===== src/boot_mode_loader_defs.svh =====
// Purpose: Constants for the reset-time boot sequencer
// Assumes: Included by its bare name
// Notes: Header byte order is little endian
`ifndef BOOT_MODE_LOADER_DEFS_SVH
`define BOOT_MODE_LOADER_DEFS_SVH
`define MODE_XIP 2'h0
`define MODE_FLASH 2'h1
`define MODE_HOST 2'h2
`define MODE_EEPROM 2'h3
`define XIP_START 32'h2000_0000
`define IMEM_START 32'h0000_0000
`define T_SETUP 5'h04
`define T_ACCESS 5'h0f
`define T_HOLD 5'h03
`define HDR_LEN 4'ha
`define HDR_DEST_LSB 0
`define HDR_COUNT_LSB 32
`define HDR_FINAL_BIT 64
`define EE_READ_CMD 8'h03
`define EE_NO_DEVICE 8'hff
`define EE_MAX_WIDTH 2'h3
`endif


===== src/boot_loader_pkg.sv =====
// Purpose: Types shared by the boot sequencer
// Assumes: Nothing
// Notes: Constants live in boot_mode_loader_defs.svh
package boot_loader_pkg;
  typedef enum logic [3:0] {
    ST_CAPTURE, ST_XIP, ST_EE_CMD, ST_EE_ADDR, ST_EE_PROBE,
    ST_EE_RETRY, ST_LOAD, ST_RUN, ST_FAIL
  } state_type;
  typedef struct packed {
    logic [4:0] setup;
    logic [4:0] access;
    logic [4:0] hold;
  } mem_timing_type;
  typedef struct packed {
    logic bank0_sel_n;
    logic read_n;
    logic [19:0] addr;
  } flash_bus_type;
  typedef struct packed {
    logic en;
    logic [31:0] addr;
    logic [7:0] data;
  } imem_write_type;
endpackage


===== src/boot_mode_loader.sv =====
// Purpose: Boot path selection, block loading and core release after reset
// Assumes: All inputs synchronous to clock; soft_reset_req is a one-cycle pulse
// Notes: Header is dest[31:0], count[63:32], flags[79:64], bit 64 marks last block
//
// Contract
// Pins 00 bypass loading and run from 16-bit external memory.
// Pins 01 load from 8- or 16-bit parallel flash.
// Pins 10 load over SPI as slave from an external host.
// Pins 11 load from SPI EEPROM with 8, 16 or 24-bit address.
// Pins captured on power-on and software reset; path chosen from captured value.
// Direct execution starts at 0x2000_0000 with 16-bit packing.
// External memory timing defaults to 4 setup, 15 access, 3 hold.
// Flash is read through asynchronous bank 0.
// EEPROM chip select is a dedicated flag output.
// Probe with 1, 2, 3 zero address bytes until EEPROM answers.
// EEPROM data streams into instruction memory from the lowest address.
// Every block starts with a 10-byte header: count and destination.
// Any number of blocks; after last, run from instruction SRAM start.
// Bypass bit makes software reset jump straight to instruction memory.
// Host acts as SPI master and sends header-framed blocks.
`timescale 1ns/1ps
`include "boot_mode_loader_defs.svh"
module boot_mode_loader (
  // Clock and reset
  input wire logic clock,
  input wire logic sys_rst,
  // Straps and reset control
  input wire logic [1:0] boot_path_select_pins,
  input wire logic flash_width16,
  input wire logic soft_reset_req,
  input wire logic soft_boot_bypass,
  // External parallel memory
  input wire logic [15:0] mem_rdata,
  output boot_loader_pkg::flash_bus_type mem_bus,
  output boot_loader_pkg::mem_timing_type mem_timing,
  // SPI master towards the EEPROM
  input wire logic spi_miso,
  output logic spi_sclk,
  output logic spi_mosi,
  output logic eeprom_chip_select_flag,
  // SPI slave from the host
  input wire logic host_sclk,
  input wire logic host_sel_n,
  input wire logic host_mosi,
  // Instruction memory and core
  output boot_loader_pkg::imem_write_type imem_wr,
  output logic core_release,
  output logic xip_pack16,
  output logic [31:0] core_start_addr
);
  import boot_loader_pkg::*;

  state_type state, next_state;
  logic [1:0] mode;
  logic [1:0] ee_width, ee_left;
  logic restart;
  // SPI master engine
  logic spi_busy, spi_done;
  logic [3:0] spi_cnt;
  logic [7:0] spi_sh, spi_rx;
  // Flash engine
  logic [4:0] fl_cnt;
  logic [19:0] fl_addr;
  logic fl_valid, fl_hi_pend;
  logic [7:0] fl_byte, fl_hi;
  // Host slave receiver
  logic host_sclk_q, sl_valid;
  logic [2:0] sl_bits;
  logic [7:0] sl_sh, sl_byte;
  // Block parser
  logic [79:0] hdr;
  logic [3:0] hdr_idx;
  logic [31:0] pay_addr, pay_left;
  logic last_block;

  // ----------------------------------------
  // Byte sources and selection
  // ----------------------------------------
  wire in_load = state == ST_LOAD;
  wire ee_found = spi_rx != `EE_NO_DEVICE;
  wire ee_xfer = state == ST_EE_CMD || state == ST_EE_ADDR || state == ST_EE_PROBE
                 || (in_load && mode == `MODE_EEPROM);
  wire spi_start = ee_xfer && !spi_busy && !spi_done;
  wire [7:0] spi_tx = (state == ST_EE_CMD) ? `EE_READ_CMD : 8'h00;
  wire ee_valid = spi_done && (in_load || (state == ST_EE_PROBE && ee_found));
  wire src_valid = (mode == `MODE_EEPROM) ? ee_valid :
                   (mode == `MODE_FLASH) ? fl_valid && in_load :
                   (mode == `MODE_HOST) ? sl_valid && in_load : 1'b0;
  wire [7:0] src_byte = (mode == `MODE_EEPROM) ? spi_rx :
                        (mode == `MODE_FLASH) ? fl_byte : sl_byte;
  wire [79:0] next_hdr = {src_byte, hdr[79:8]};
  wire hdr_phase = hdr_idx != `HDR_LEN;
  wire hdr_last = src_valid && hdr_idx == `HDR_LEN - 4'h1;
  wire [31:0] hdr_count = next_hdr[`HDR_COUNT_LSB +: 32];
  wire hdr_final = next_hdr[`HDR_FINAL_BIT];
  wire pay_end = src_valid && !hdr_phase && pay_left == 32'h0000_0001;
  wire load_done = (hdr_last && hdr_count == 32'h0000_0000 && hdr_final)
                   || (pay_end && last_block);
  wire fl_read_end = fl_cnt == 5'(`T_SETUP + `T_ACCESS - 5'h01);
  wire fl_cycle_end = fl_cnt == 5'(`T_SETUP + `T_ACCESS + `T_HOLD - 5'h01);
  wire fl_run = in_load && mode == `MODE_FLASH;
  wire host_rise = host_sclk && !host_sclk_q && !host_sel_n;

  // ----------------------------------------
  // Sequencer
  // ----------------------------------------
  always_comb begin
    next_state = state;
    unique case (state)
      ST_CAPTURE: begin
        unique case (boot_path_select_pins)
          `MODE_XIP: next_state = ST_XIP;
          `MODE_FLASH: next_state = ST_LOAD;
          `MODE_HOST: next_state = ST_LOAD;
          `MODE_EEPROM: next_state = ST_EE_CMD;
        endcase
      end
      ST_EE_CMD: if (spi_done) next_state = ST_EE_ADDR;
      ST_EE_ADDR: if (spi_done && ee_left == 2'h1) next_state = ST_EE_PROBE;
      ST_EE_PROBE: begin
        if (spi_done) begin
          if (ee_found) next_state = load_done ? ST_RUN : ST_LOAD;
          else if (ee_width == `EE_MAX_WIDTH) next_state = ST_FAIL;
          else next_state = ST_EE_RETRY;
        end
      end
      ST_EE_RETRY: next_state = ST_EE_CMD;
      ST_LOAD: if (load_done) next_state = ST_RUN;
      ST_XIP, ST_RUN, ST_FAIL: next_state = state;
    endcase
    if (soft_reset_req) begin
      next_state = soft_boot_bypass ? ST_RUN : ST_CAPTURE;
    end
  end

  assign restart = sys_rst || soft_reset_req;

  always_ff @(posedge clock) begin
    if (sys_rst) begin
      state <= ST_CAPTURE;
      mode <= `MODE_XIP;
      core_release <= 1'b0;
      xip_pack16 <= 1'b0;
      core_start_addr <= `IMEM_START;
      eeprom_chip_select_flag <= 1'b1;
      mem_timing <= '{`T_SETUP, `T_ACCESS, `T_HOLD};
    end else begin
      state <= next_state;
      if (state == ST_CAPTURE) mode <= boot_path_select_pins;
      core_release <= next_state == ST_RUN || next_state == ST_XIP;
      xip_pack16 <= next_state == ST_XIP;
      core_start_addr <= (next_state == ST_XIP) ? `XIP_START : `IMEM_START;
      eeprom_chip_select_flag <= !(next_state == ST_EE_CMD || next_state == ST_EE_ADDR
        || next_state == ST_EE_PROBE || (next_state == ST_LOAD && mode == `MODE_EEPROM));
    end
  end

  // Address width tried so far: one byte first, then two, then three
  always_ff @(posedge clock) begin
    if (restart) begin
      ee_width <= 2'h1;
      ee_left <= 2'h1;
    end else if (state == ST_EE_RETRY) begin
      ee_width <= ee_width + 2'h1;
      ee_left <= ee_width + 2'h1;
    end else if (state == ST_EE_ADDR && spi_done) begin
      ee_left <= ee_left - 2'h1;
    end
  end

  // ----------------------------------------
  // SPI master, mode 0, clock is half the system clock
  // ----------------------------------------
  always_ff @(posedge clock) begin
    if (restart) begin
      spi_busy <= 1'b0;
      spi_done <= 1'b0;
      spi_cnt <= 4'h0;
      spi_sh <= 8'h00;
      spi_rx <= 8'h00;
      spi_sclk <= 1'b0;
      spi_mosi <= 1'b0;
    end else begin
      spi_done <= spi_busy && spi_cnt == 4'hf;
      if (spi_start) begin
        spi_busy <= 1'b1;
        spi_cnt <= 4'h0;
        spi_sh <= spi_tx;
        spi_mosi <= spi_tx[7];
      end else if (spi_busy) begin
        spi_cnt <= spi_cnt + 4'h1;
        spi_sclk <= !spi_cnt[0];
        if (!spi_cnt[0]) begin
          spi_rx <= {spi_rx[6:0], spi_miso};
        end else begin
          spi_sh <= {spi_sh[6:0], 1'b0};
          spi_mosi <= spi_sh[6];
        end
        if (spi_cnt == 4'hf) spi_busy <= 1'b0;
      end
    end
  end

  // ----------------------------------------
  // Parallel flash reads on bank 0
  // ----------------------------------------
  // A 16-bit word yields two bytes, low byte first; the second byte is
  // emitted during the hold phase so no extra cycles are lost.
  always_ff @(posedge clock) begin
    if (restart) begin
      fl_cnt <= 5'h00;
      fl_addr <= 20'h0_0000;
      fl_valid <= 1'b0;
      fl_hi_pend <= 1'b0;
      fl_byte <= 8'h00;
      fl_hi <= 8'h00;
      mem_bus <= '{1'b1, 1'b1, 20'h0_0000};
    end else begin
      fl_valid <= 1'b0;
      fl_hi_pend <= 1'b0;
      mem_bus.bank0_sel_n <= !(fl_run && !load_done);
      mem_bus.read_n <= !(fl_run && !load_done && fl_cnt >= `T_SETUP - 5'h01
                          && fl_cnt < 5'(`T_SETUP + `T_ACCESS - 5'h01));
      mem_bus.addr <= flash_width16 ? {1'b0, fl_addr[19:1]} : fl_addr;
      if (fl_hi_pend) begin
        fl_valid <= 1'b1;
        fl_byte <= fl_hi;
      end
      if (fl_run && !load_done) begin
        fl_cnt <= fl_cycle_end ? 5'h00 : fl_cnt + 5'h01;
        if (fl_read_end) begin
          fl_valid <= 1'b1;
          fl_byte <= mem_rdata[7:0];
          fl_hi <= mem_rdata[15:8];
          fl_hi_pend <= flash_width16;
          fl_addr <= fl_addr + (flash_width16 ? 20'h0_0002 : 20'h0_0001);
        end
      end else begin
        fl_cnt <= 5'h00;
      end
    end
  end

  // ----------------------------------------
  // SPI slave receiver, host is master, MSB first
  // ----------------------------------------
  always_ff @(posedge clock) begin
    if (restart) begin
      host_sclk_q <= 1'b0;
      sl_bits <= 3'h0;
      sl_sh <= 8'h00;
      sl_byte <= 8'h00;
      sl_valid <= 1'b0;
    end else begin
      host_sclk_q <= host_sclk;
      sl_valid <= 1'b0;
      if (host_sel_n) begin
        sl_bits <= 3'h0;
      end else if (host_rise) begin
        sl_sh <= {sl_sh[6:0], host_mosi};
        sl_bits <= sl_bits + 3'h1;
        if (sl_bits == 3'h7) begin
          sl_byte <= {sl_sh[6:0], host_mosi};
          sl_valid <= 1'b1;
        end
      end
    end
  end

  // ----------------------------------------
  // Header parsing and instruction memory writes
  // ----------------------------------------
  always_ff @(posedge clock) begin
    if (restart) begin
      hdr <= 80'h0;
      hdr_idx <= 4'h0;
      pay_addr <= `IMEM_START;
      pay_left <= 32'h0000_0000;
      last_block <= 1'b0;
      imem_wr <= '0;
    end else begin
      imem_wr.en <= 1'b0;
      if (src_valid && hdr_phase) begin
        hdr <= next_hdr;
        hdr_idx <= hdr_idx + 4'h1;
        if (hdr_last) begin
          pay_addr <= next_hdr[`HDR_DEST_LSB +: 32];
          pay_left <= hdr_count;
          last_block <= hdr_final;
          if (hdr_count == 32'h0000_0000) hdr_idx <= 4'h0;
        end
      end else if (src_valid) begin
        imem_wr <= '{1'b1, pay_addr, src_byte};
        pay_addr <= pay_addr + 32'h0000_0001;
        pay_left <= pay_left - 32'h0000_0001;
        if (pay_end) hdr_idx <= 4'h0;
      end
    end
  end

  // ----------------------------------------
  // Checks
  // ----------------------------------------
  a_xip_entry: assert property (@(posedge clock) disable iff (sys_rst)
    state == ST_XIP |-> core_release && xip_pack16 && core_start_addr == `XIP_START)
    else $error("direct execution not released at its start address");
  a_pin_capture: assert property (@(posedge clock) disable iff (sys_rst)
    state == ST_CAPTURE && !soft_reset_req |=> mode == $past(boot_path_select_pins))
    else $error("boot pins not captured");
  a_mode_dispatch: assert property (@(posedge clock) disable iff (sys_rst)
    state == ST_CAPTURE && !soft_reset_req && boot_path_select_pins != `MODE_XIP
    |=> state == (($past(boot_path_select_pins) == `MODE_EEPROM) ? ST_EE_CMD : ST_LOAD))
    else $error("wrong boot path chosen");
  a_bank0_read: assert property (@(posedge clock) disable iff (sys_rst)
    !mem_bus.read_n |-> !mem_bus.bank0_sel_n)
    else $error("flash read outside bank 0");
  a_flash_access: assert property (@(posedge clock) disable iff (restart)
    $fell(mem_bus.read_n) |-> ##14 !mem_bus.read_n ##1 mem_bus.read_n)
    else $error("read strobe not 15 cycles");
  a_ee_select: assert property (@(posedge clock) disable iff (sys_rst)
    spi_sclk |-> !eeprom_chip_select_flag && mode == `MODE_EEPROM)
    else $error("eeprom clocked while deselected");
  a_probe_widen: assert property (@(posedge clock) disable iff (restart)
    state == ST_EE_PROBE && spi_done && !ee_found && ee_width != `EE_MAX_WIDTH
    |=> state == ST_EE_RETRY ##1 ee_width == $past(ee_width, 2) + 2'h1)
    else $error("address width probe out of order");
  a_header_first: assert property (@(posedge clock) disable iff (sys_rst)
    imem_wr.en |-> $past(hdr_idx) == `HDR_LEN)
    else $error("payload written before header");
  a_run_start: assert property (@(posedge clock) disable iff (sys_rst)
    $rose(state == ST_RUN) |-> core_release && core_start_addr == `IMEM_START)
    else $error("run not started at instruction memory");
  a_soft_bypass: assert property (@(posedge clock) disable iff (sys_rst)
    soft_reset_req && soft_boot_bypass |=> state == ST_RUN ##1 core_release)
    else $error("bypass did not jump to instruction memory");
endmodule


===== config.mk =====
export PLATFORM = sky130hd
export DESIGN_NAME = boot_mode_loader
export DESIGN_NICKNAME = d
export VERILOG_FILES = /design/src/boot_loader_pkg.sv /design/src/boot_mode_loader.sv
export VERILOG_INCLUDE_DIRS = /design/src
export SDC_FILE = /design/constraint.sdc
export NUM_CORES = 1
export LEC_CHECK = 0
export ABC_AREA = 1
export ABC_CLOCK_PERIOD_IN_PS = 2700
export BUFFER_PORTS_ARGS = -buffer_cell sky130_fd_sc_hd__buf_2
export CORE_MARGIN = 2
export CORE_UTILIZATION = 40
export DETAILED_ROUTE_END_ITERATION = 12
export PLACE_DENSITY = 0.56
export SYNTH_ARGS = -nofsm -noshare
export SYNTH_HDL_FRONTEND = slang
export SYNTH_SLANG_ARGS = --single-unit

===== constraint.sdc =====
create_clock -name clock -period 2.7 [get_ports clock]
set_input_delay 0.27 -clock clock [delete_from_list [all_inputs] [get_ports clock]]
set_output_delay 0.27 -clock clock [all_outputs]
set_load 0.02 [all_outputs]

* Word-level counts from Yosys, hierarchy flattened *
Cells that the tools add are included.
W data, S select, Z words.

operators by class
  bitwise gates (word level) = 7
  magnitude comparators = 2
  mux-type cells = 50
  add/sub/neg operators = 9
  reductions and logical operators = 71
  eq/ne operators = 31

operators with widths
  cell                     number
  $mux W32                 6
  $mux W4                  12
  $mux W41                 1
  $mux W8                  5
  $add A32 B1 Y32 const B  1
  $eq A32 B1 Y1 const B    1
  $logic_not A32 Y1        1
  $sub A32 B1 Y32 const B  1
  $mux W30                 1
  $eq A4 B3 Y1 const B     7
  $pmux W4 S7              1
  $logic_and A1 B1 Y1      24
  $mux W7                  3
  $add A20 B2 Y20          1
  $mux W19                 1
  $eq A4 B2 Y1 const B     4
  $reduce_and A2 Y1        8
  $mux W1                  14
  $eq A4 B4 Y1 const B     3
  $pmux W4 S3              1
  $reduce_or A3 Y1         4
  $eq A2 B2 Y1 const B     5
  $eq A5 B5 Y1 const B     2
  $logic_not A1 Y1         10
  other kinds (22)         53

word-level totals
  register bits = 343
  input port bits = 27

* Logic depth before layout (Yosys ltp) *
Gate-level depths: netlist (run 1).

  depth after elaboration = 19
  mapped depth = 16
  gate-level depth less buffers = 16

* Worst setup path before layout (run 1) *
OpenSTA, ideal clock, no wires.

  path type = register to register
  start point = register pay_addr[0]
  end point = register pay_addr[30]
  data required time = 2.626 ns
  slack = 0.732 ns
  arrival time = 1.894 ns
  buffers on the path = 0
  period minus slack after synthesis = 1.968 ns
  cell stages (with the launch flop) = 13
  cell sequence = dfxtp_1 -> ha_1 -> nand3_1 -> nor2_1 -> nand3_1 -> nor2_2 -> nand2_2 -> nor2_2 -> nand2_1 -> nor3_1 -> xor2_1 -> nand2_1 -> a31oi_1

on the way
  longest elaborated chain between the ends = 3

RTL lines
  what                      line                     text
  start: declaration        boot_mode_loader.sv:73   logic [31:0] pay_addr, pay_left;
  start signal: assignment  boot_mode_loader.sv:277  pay_addr <= `IMEM_START;
  start signal: assignment  boot_mode_loader.sv:287  pay_addr <= next_hdr[`HDR_DEST_LSB +: 32];
  start signal: assignment  boot_mode_loader.sv:294  pay_addr <= pay_addr + 32'h0000_0001;
  $add A32 B1 Y32           boot_mode_loader.sv:294
  $mux W32                  boot_mode_loader.sv:292  end else if (src_valid) begin
  $mux W32                  boot_mode_loader.sv:283  if (src_valid && hdr_phase) begin

No other way between the ends. The select of a mux whose other input is x is not followed.
A chain may end at the register's enable or synchronous reset.

* Worst setup path after layout (run 1) *
  start point = register state[0]
  end point = register pay_addr[11]

on the way
  longest elaborated chain between the ends = 8

RTL lines
  what                                                                 line                                             text
  start: declaration                                                   boot_mode_loader.sv:53                           state_type state, next_state;
  start signal: assignment                                             boot_mode_loader.sv:148                          state <= next_state;
  $eq A4 B3 Y1, on equally long branches                               boot_mode_loader.sv:79, boot_mode_loader.sv:85
  $logic_and A1 B1 Y1, on equally long branches                        boot_mode_loader.sv:88, boot_mode_loader.sv:85
  $mux W1 or $logic_or A1 B1 Y1 (tied branches)                        boot_mode_loader.sv:88, boot_mode_loader.sv:85
  $mux W1 or $logic_and A1 B1 Y1 (tied branches)                       boot_mode_loader.sv:87, boot_mode_loader.sv:85
  $mux W1 (*)                                                          boot_mode_loader.sv:86                           wire src_valid = (mode == `MODE_EEPROM) ? ee_valid :
  $logic_and A1 B1 Y1, on equally long branches                        boot_mode_loader.sv:93, boot_mode_loader.sv:283
  $ne A2 B2 Y1 (no source line) or $reduce_bool A2 Y1 (tied branches)  n/a
  $reduce_and A2 Y1 (no source line)                                   n/a

Mark *: on every way between the ends. The rest lies on a longest branch, timed or not.

==> results of run 1 <==
==> routing by layer <==
metal / vias to the layer above / wire, um / GRT usage
met5: - / 11 / 0
met4: 2 / 469 / 0.0415
met3: 37 / 1430 / 0.0287
met2: 236 / 15300 / 0.303
met1: 5516 / 16800 / 0.258
li1: 6232 / - / -
==> kinds of logic after synthesis <==
logic type,count (synthesis)
and+or+nand+nor,753
AOI/OAI and AO/OA,453
DFF,303
buffers and inverters,276
xor gates and xnor gates,64
adders and majority gates,18
other,2
==> layout make-up <==
type,instances,area share
multi-input combinational,1334,0.417
sequential,303,0.389
clock buffer,52,0.0653
timing repair buffer,136,0.0548
tap,448,0.0359
inverter,142,0.0345
clock inverter,8,0.00393
==> report_power, final <==
part           switching, mW  internal [mW]  total [mW]
Sequential            0.0270           4.50        4.53
Clock                   1.84           2.62        4.46
Combinational          0.294          0.111       0.405
==> stage by stage <==
stage | hold WS, ns | instances | cell area [um^2] | total power, mW
2_1_floorplan | 0.339 | 1913 | 13900 | 4.95
3_3_place_gp | 0.445 | 2354 | 14400 | 5.02
5_1_grt | 0.0336 | 2423 | 15600 | 9.75
3_5_place_dp | 0.452 | 2354 | 14400 | 5.02
6_report | 0.0271 | 2423 | 15600 | 9.39
4_1_cts | 0.00371 | 2423 | 15600 | 9.51
==> final timing paths <==
path | slack, ns | cells after the start | endpoint
max | 0.30 | 13 | pay_addr[11]
min | 0.03 | 3 | fl_byte[5]
max reg2reg | 0.30 | 13 | pay_addr[11]
min reg2reg | 0.45 | 2 | spi_sh[2]
==> worst max-delay path, cell delays in order (launching register included) <==
cell      delay [ns]
dfxtp_1         0.53
nor2_4          0.10
nand2_2         0.10
nor2_1          0.06
nand3_2         0.07
nand2_2         0.06
nand2_4         0.11
nor2_8          0.07
nor2_2          0.37
inv_2           0.10
buf_4           0.29
nand2_1         0.12
nand2_1         0.05
a221oi_1        0.24
==> state kept, by name, summed over array words and instances (netlist names), 2 cells and up <==
name / count
state: 4
fl_cnt: 5
mode: 2
pay_left: 32
mem_bus: 22
ee_width: 2
imem_wr: 41
spi_rx: 8
sl_sh: 7
spi_sh: 7
pay_addr: 32
hdr: 72
ee_left: 2
spi_cnt: 4
sl_bits: 3
fl_byte: 8
fl_hi: 8
hdr_idx: 4
fl_addr: 20
sl_byte: 8
==> cell usage after synthesis, drive strengths merged <==
cell type,count,area share
xnor2,14,0.0090
nand4,19,0.0087
nor4b,1,0.00064
xor2,50,0.032
ha,17,0.016
nand2,384,0.11
nor3b,2,0.0011
dfxtp,303,0.44
nand3b,3,0.0016
inv,137,0.038
a21oi,170,0.062
or2,4,0.0018
clkbuf,52,0.014
a221oi,1,0.00064
o21ai,208,0.076
o2111ai,2,0.0013
nor3,40,0.016
o221ai,2,0.0013
clkinv,5,0.0014
fa,1,0.0015
nand3,56,0.021
nor4,7,0.0032
o21a,1,0.00055
conb,2,0.00055
buf,82,0.041
nor2,237,0.069
a211oi,2,0.0011
o22ai,1,0.00046
o211ai,4,0.0022
a31oi,62,0.028
==> flow_summary.ini, run 1 <==
[cells_and_area]
multi_input_area_mm2 = 0.00651
areaGrowthSynthToFinish_pct = 14.0
num_antenna_cells = 0
fillCellCount = 3422
final_util = 0.464
final_common_cell = nand2_1
drive_gt1_frac = 0.108
final_cell_mix = nand2_1 (375), dfxtp_1 (303), nor2_1 (227), o21ai_0 (178), a21oi_1 (170)
ff_latch_area_mm2 = 0.00607
fin_nets = 1996

[synth]
synth_seq_cells = 303
synth_xor_area_frac = 0.0410
yosysWarnings = 0
yosys.area_share.adder = 0.0170
synth-simple-area-share = 0.230
synthMuxAreaShare = 0
syn_avg_cell_area_um2 = 7.32
synth_top_family_by_area = simple AND/OR/NAND/NOR gates
synth_cell_types = 44
syn_inst = 1869
synth_area_mm2 = 0.0137
synth_compound_area_frac = 0.174
seq_area_frac_synth = 0.443

[sta]
finalCriticalPeriod_ns = 2.40
tns_ns = 0
slew_headroom = 0.455
fin_skew_ns = 0.0180
finalCritPeriodShare = 0.887
timing.fmax_ghz = 0.417
final_max_slew_viol_count = 0
setup_viol = 0
hold_violations = 0
rsz0062_at_grt = false
fin_ws_ns = 0.304
worst_slew_pin_slew_ns = 0.816

[clock_tree]
cts_resized = 0
cts_buffers = 34
ctsLongestPathBuffers = 3
cts_tree = done
clock-root-buffer = clkbuf_16
cts_setup_buffers = 0
cts-hold-fix-buffers = 9
insertion_delay_ns = 0.51
cts_sinks = 303
h-tree-depth = 2
clk_pin_slew_worst_paths_ns = 0.06

[floorplanning]
fp.dieW_um = 189
core_area_mm2 = 0.0336
die_h_um = 189
die-area_mm2 = 0.0357
io_pins = 142
start_util = 0.407
rows = 67

[worst_hold_path]
hold_start = mem_rdata[5]
hold_class = in -> reg

[global_route]
grt_pass1_vias = 11100
grt_pass1_wl_mm = 55.4
grt_usage = 0.185
grt-ovfl-total = 0
antenna_found_initial = 1
grt_max_degree = 77

[power]
p_leak_nw = 6.48
peakVddDrop_mv = 0.410
powerDensity_mw_per_mm2 = 602

[setup_path]
critPathLaunchType = register
r2r_start = state[0]
startpoint = state[0]
crit_type = reg -> reg
critPathCaptureType = register
worstPathArrival_ns = 2.80
path_max_fanout = 47
worstPathRequired_ns = 3.11

[routing]
route.detailed.drc = 0
viasPerCell = 4.96
drt_iter0_markers = 793
wl_per_cell_um = 14.0
ant_nets = 0
first_pass_iters = 7
drt_wl_total_mm = 34.0
vias = 12000

[placement]
port_buffers = 95
pre_cts_ws_ns = 0.319
gp_congestion = 0.893
detailed_place_hpwl_mm = 23.6

[run]
max_cap_viol_count = 0

[outcome]
status = finished clean
(Power assumes the default switching activity.)
==> run 2, diff against run 1 <==
--- a/config.mk
+++ b/config.mk
@@ -7,7 +7,7 @@
 export NUM_CORES = 1
 export LEC_CHECK = 0
 export ABC_AREA = 1
-export ABC_CLOCK_PERIOD_IN_PS = 2700
+export ABC_CLOCK_PERIOD_IN_PS = 2750
 export BUFFER_PORTS_ARGS = -buffer_cell sky130_fd_sc_hd__buf_2
 export CORE_MARGIN = 2
 export CORE_UTILIZATION = 40
==> constraint.sdc (replaced) <==
create_clock -name clock -period 2.75 [get_ports clock]
set_input_delay 0.275 -clock clock [delete_from_list [all_inputs] [get_ports clock]]
set_output_delay 0.275 -clock clock [all_outputs]
set_load 0.02 [all_outputs]
==> run 2 against run 1 <==
Net effect: hold slack better by 0.010 ns; clock-buffer cell count up 3; largest power group is now clock; register-to-register slack better by 0.02 ns; first-iteration DRC count down 23%; clock skew up 0.00087 ns; die area unchanged; largest cell class unchanged.
==> flow_summary.ini, run 2 (same netlist as run 1, synthesis figures left out) <==
[power]
powerDensity_mw_per_mm2 = 602
p_leak_nw = 6.49
p_total_mw = 9.42
peakVddDrop_mv = 0.396

[sta]
fin_ws_ns = 0.320
slew_headroom = 0.564
fin_skew_ns = 0.0189
rsz0062_at_grt = false
hold_violations = 0
worst_slew_pin_slew_ns = 0.649
finalCritPeriodShare = 0.884
tns_ns = 0
finalCriticalPeriod_ns = 2.43
timing.fmax_ghz = 0.412
final_max_slew_viol_count = 0
setup_viol = 0

[placement]
port_buffers = 95
pre_cts_ws_ns = 0.358
detailed_place_hpwl_mm = 23.3
gp_congestion = 0.878

[routing]
wl_per_cell_um = 13.9
drt_wl_total_mm = 33.7
first_pass_iters = 7
drt_iter0_markers = 614
route.detailed.drc = 0
routed-wl-met2_mm = 15.3
top_layer = met5
wl_met3_mm = 1.47
ant_nets = 0
viasPerCell = 4.97
wl_met1_mm = 16.5
vias = 12000

[worst_hold_path]
hold_class = in -> reg
hold_start = mem_rdata[7]

[setup_path]
crit_type = reg -> reg
r2r_slack_ns = 0.32
crit_buf_inv = 5
path_max_fanout = 47
crit_chain = inv_1 > ha_1 > inv_1 > nor3_1 > inv_1 > nor2_8 > nor2_2 > inv_2 > buf_4 > o21ai_0 > a31oi_1
worstPathRequired_ns = 3.17
r2r_start = hdr_idx[0]
slowest_delay_ns = 0.40
crit_family = buffers and inverters
critPathLaunchType = register
startpoint = hdr_idx[0]
worstPathArrival_ns = 2.85
crit_top_cell = inv_1
critPathCaptureType = register
critPathSlowestCell = buf_4

[cells_and_area]
final_cell_mix = nand2_1 (375), dfxtp_1 (303), nor2_1 (227), o21ai_0 (178), a21oi_1 (170)
final_common_cell = nand2_1
largest_reg_flops = 72
drive_gt1_frac = 0.107
top_register = hdr
fillCellCount = 3413
fin_nets = 1991
areaGrowthSynthToFinish_pct = 14.3
num_antenna_cells = 0
reg_top3 = hdr (72), imem_wr (41)

[global_route]
grt_pass1_vias = 11300
antenna_found_initial = 1
grt_pass1_wl_mm = 56.3
grt-ovfl-total = 0
grt_usage = 0.188
grt_max_degree = 103

[clock_tree]
clk_pin_slew_worst_paths_ns = 0.06
h-tree-depth = 2
cts_sinks = 303
cts_buffers = 35
cts_tree = done
insertion_delay_ns = 0.51
clock-root-buffer = clkbuf_16
ctsLongestPathBuffers = 3

[floorplanning]
start_util = 0.407
die_h_um = 189
die-area_mm2 = 0.0357
core_area_mm2 = 0.0336
io_pins = 142
fp.dieW_um = 189
rows = 67

[outcome]
status = finished clean

[run]
max_cap_viol_count = 0
[run 2: metal layers]
| metal | vias to the layer above | global-route usage |
|---|---|---|
| met3 | 40 | 0.0271 |
| met4 | 2 | 0.0457 |
| li1 | 6243 | - |
| met2 | 235 | 0.309 |
| met5 | - | 0 |
| met1 | 5502 | 0.259 |
[run 2: what timing repair did]
item / in CTS / in global routing
endpoints found under the hold margin: 9 / 0
setup endpoints to repair: 0 / 1
gates resized for setup: 0 / 1
hold buffers: 9 / 0
buffers inserted: 0 / 0
[run 2: final timing paths]
check                  to  cells after the start
max          pay_addr[20]                     11
min            fl_byte[7]                      3
max reg2reg  pay_addr[20]                     11
min reg2reg      spi_mosi                      2
[run 2: cell type report]
| class | instances | area, um^2 | area share |
|---|---|---|---|
| clock inverter | 6 | 61.3 | 0.00392 |
| tap | 448 | 561 | 0.0358 |
| clock buffer | 55 | 1080 | 0.0691 |
| sequential | 303 | 6070 | 0.388 |
| multi-input combinational | 1334 | 6510 | 0.416 |
| timing repair buffer | 130 | 823 | 0.0526 |
| inverter | 142 | 538 | 0.0344 |
[run 2: worst reg2reg max path, cell delays in order, from the launching register on]
cell and delay [ns]:
dfxtp_1 0.35, inv_1 0.09, ha_1 0.14, inv_1 0.05
nor3_1 0.33, inv_1 0.19, nor2_8 0.24, nor2_2 0.14
inv_2 0.10, buf_4 0.40, o21ai_0 0.16, a31oi_1 0.17
[run 2: power by group]
part | switching (mW) | leakage, nW | internal [mW]
clock network | 1.79 | 0.564 | 2.78
logic | 0.285 | 3.49 | 0.110
registers | 0.0267 | 2.44 | 4.42
total | 2.10 | 6.49 | 7.32
[run 2: stage by stage]
stage	utilization	hold WS (ns)	instance area, um^2	instances
global route	0.465	0.0314	15600	2418
detailed placement	0.428	0.452	14400	2348
floorplan	-	0.344	13900	1913
global placement	0.428	0.447	14400	2348
CTS	0.465	0.0255	15600	2418
finish	0.465	0.0374	15600	2418
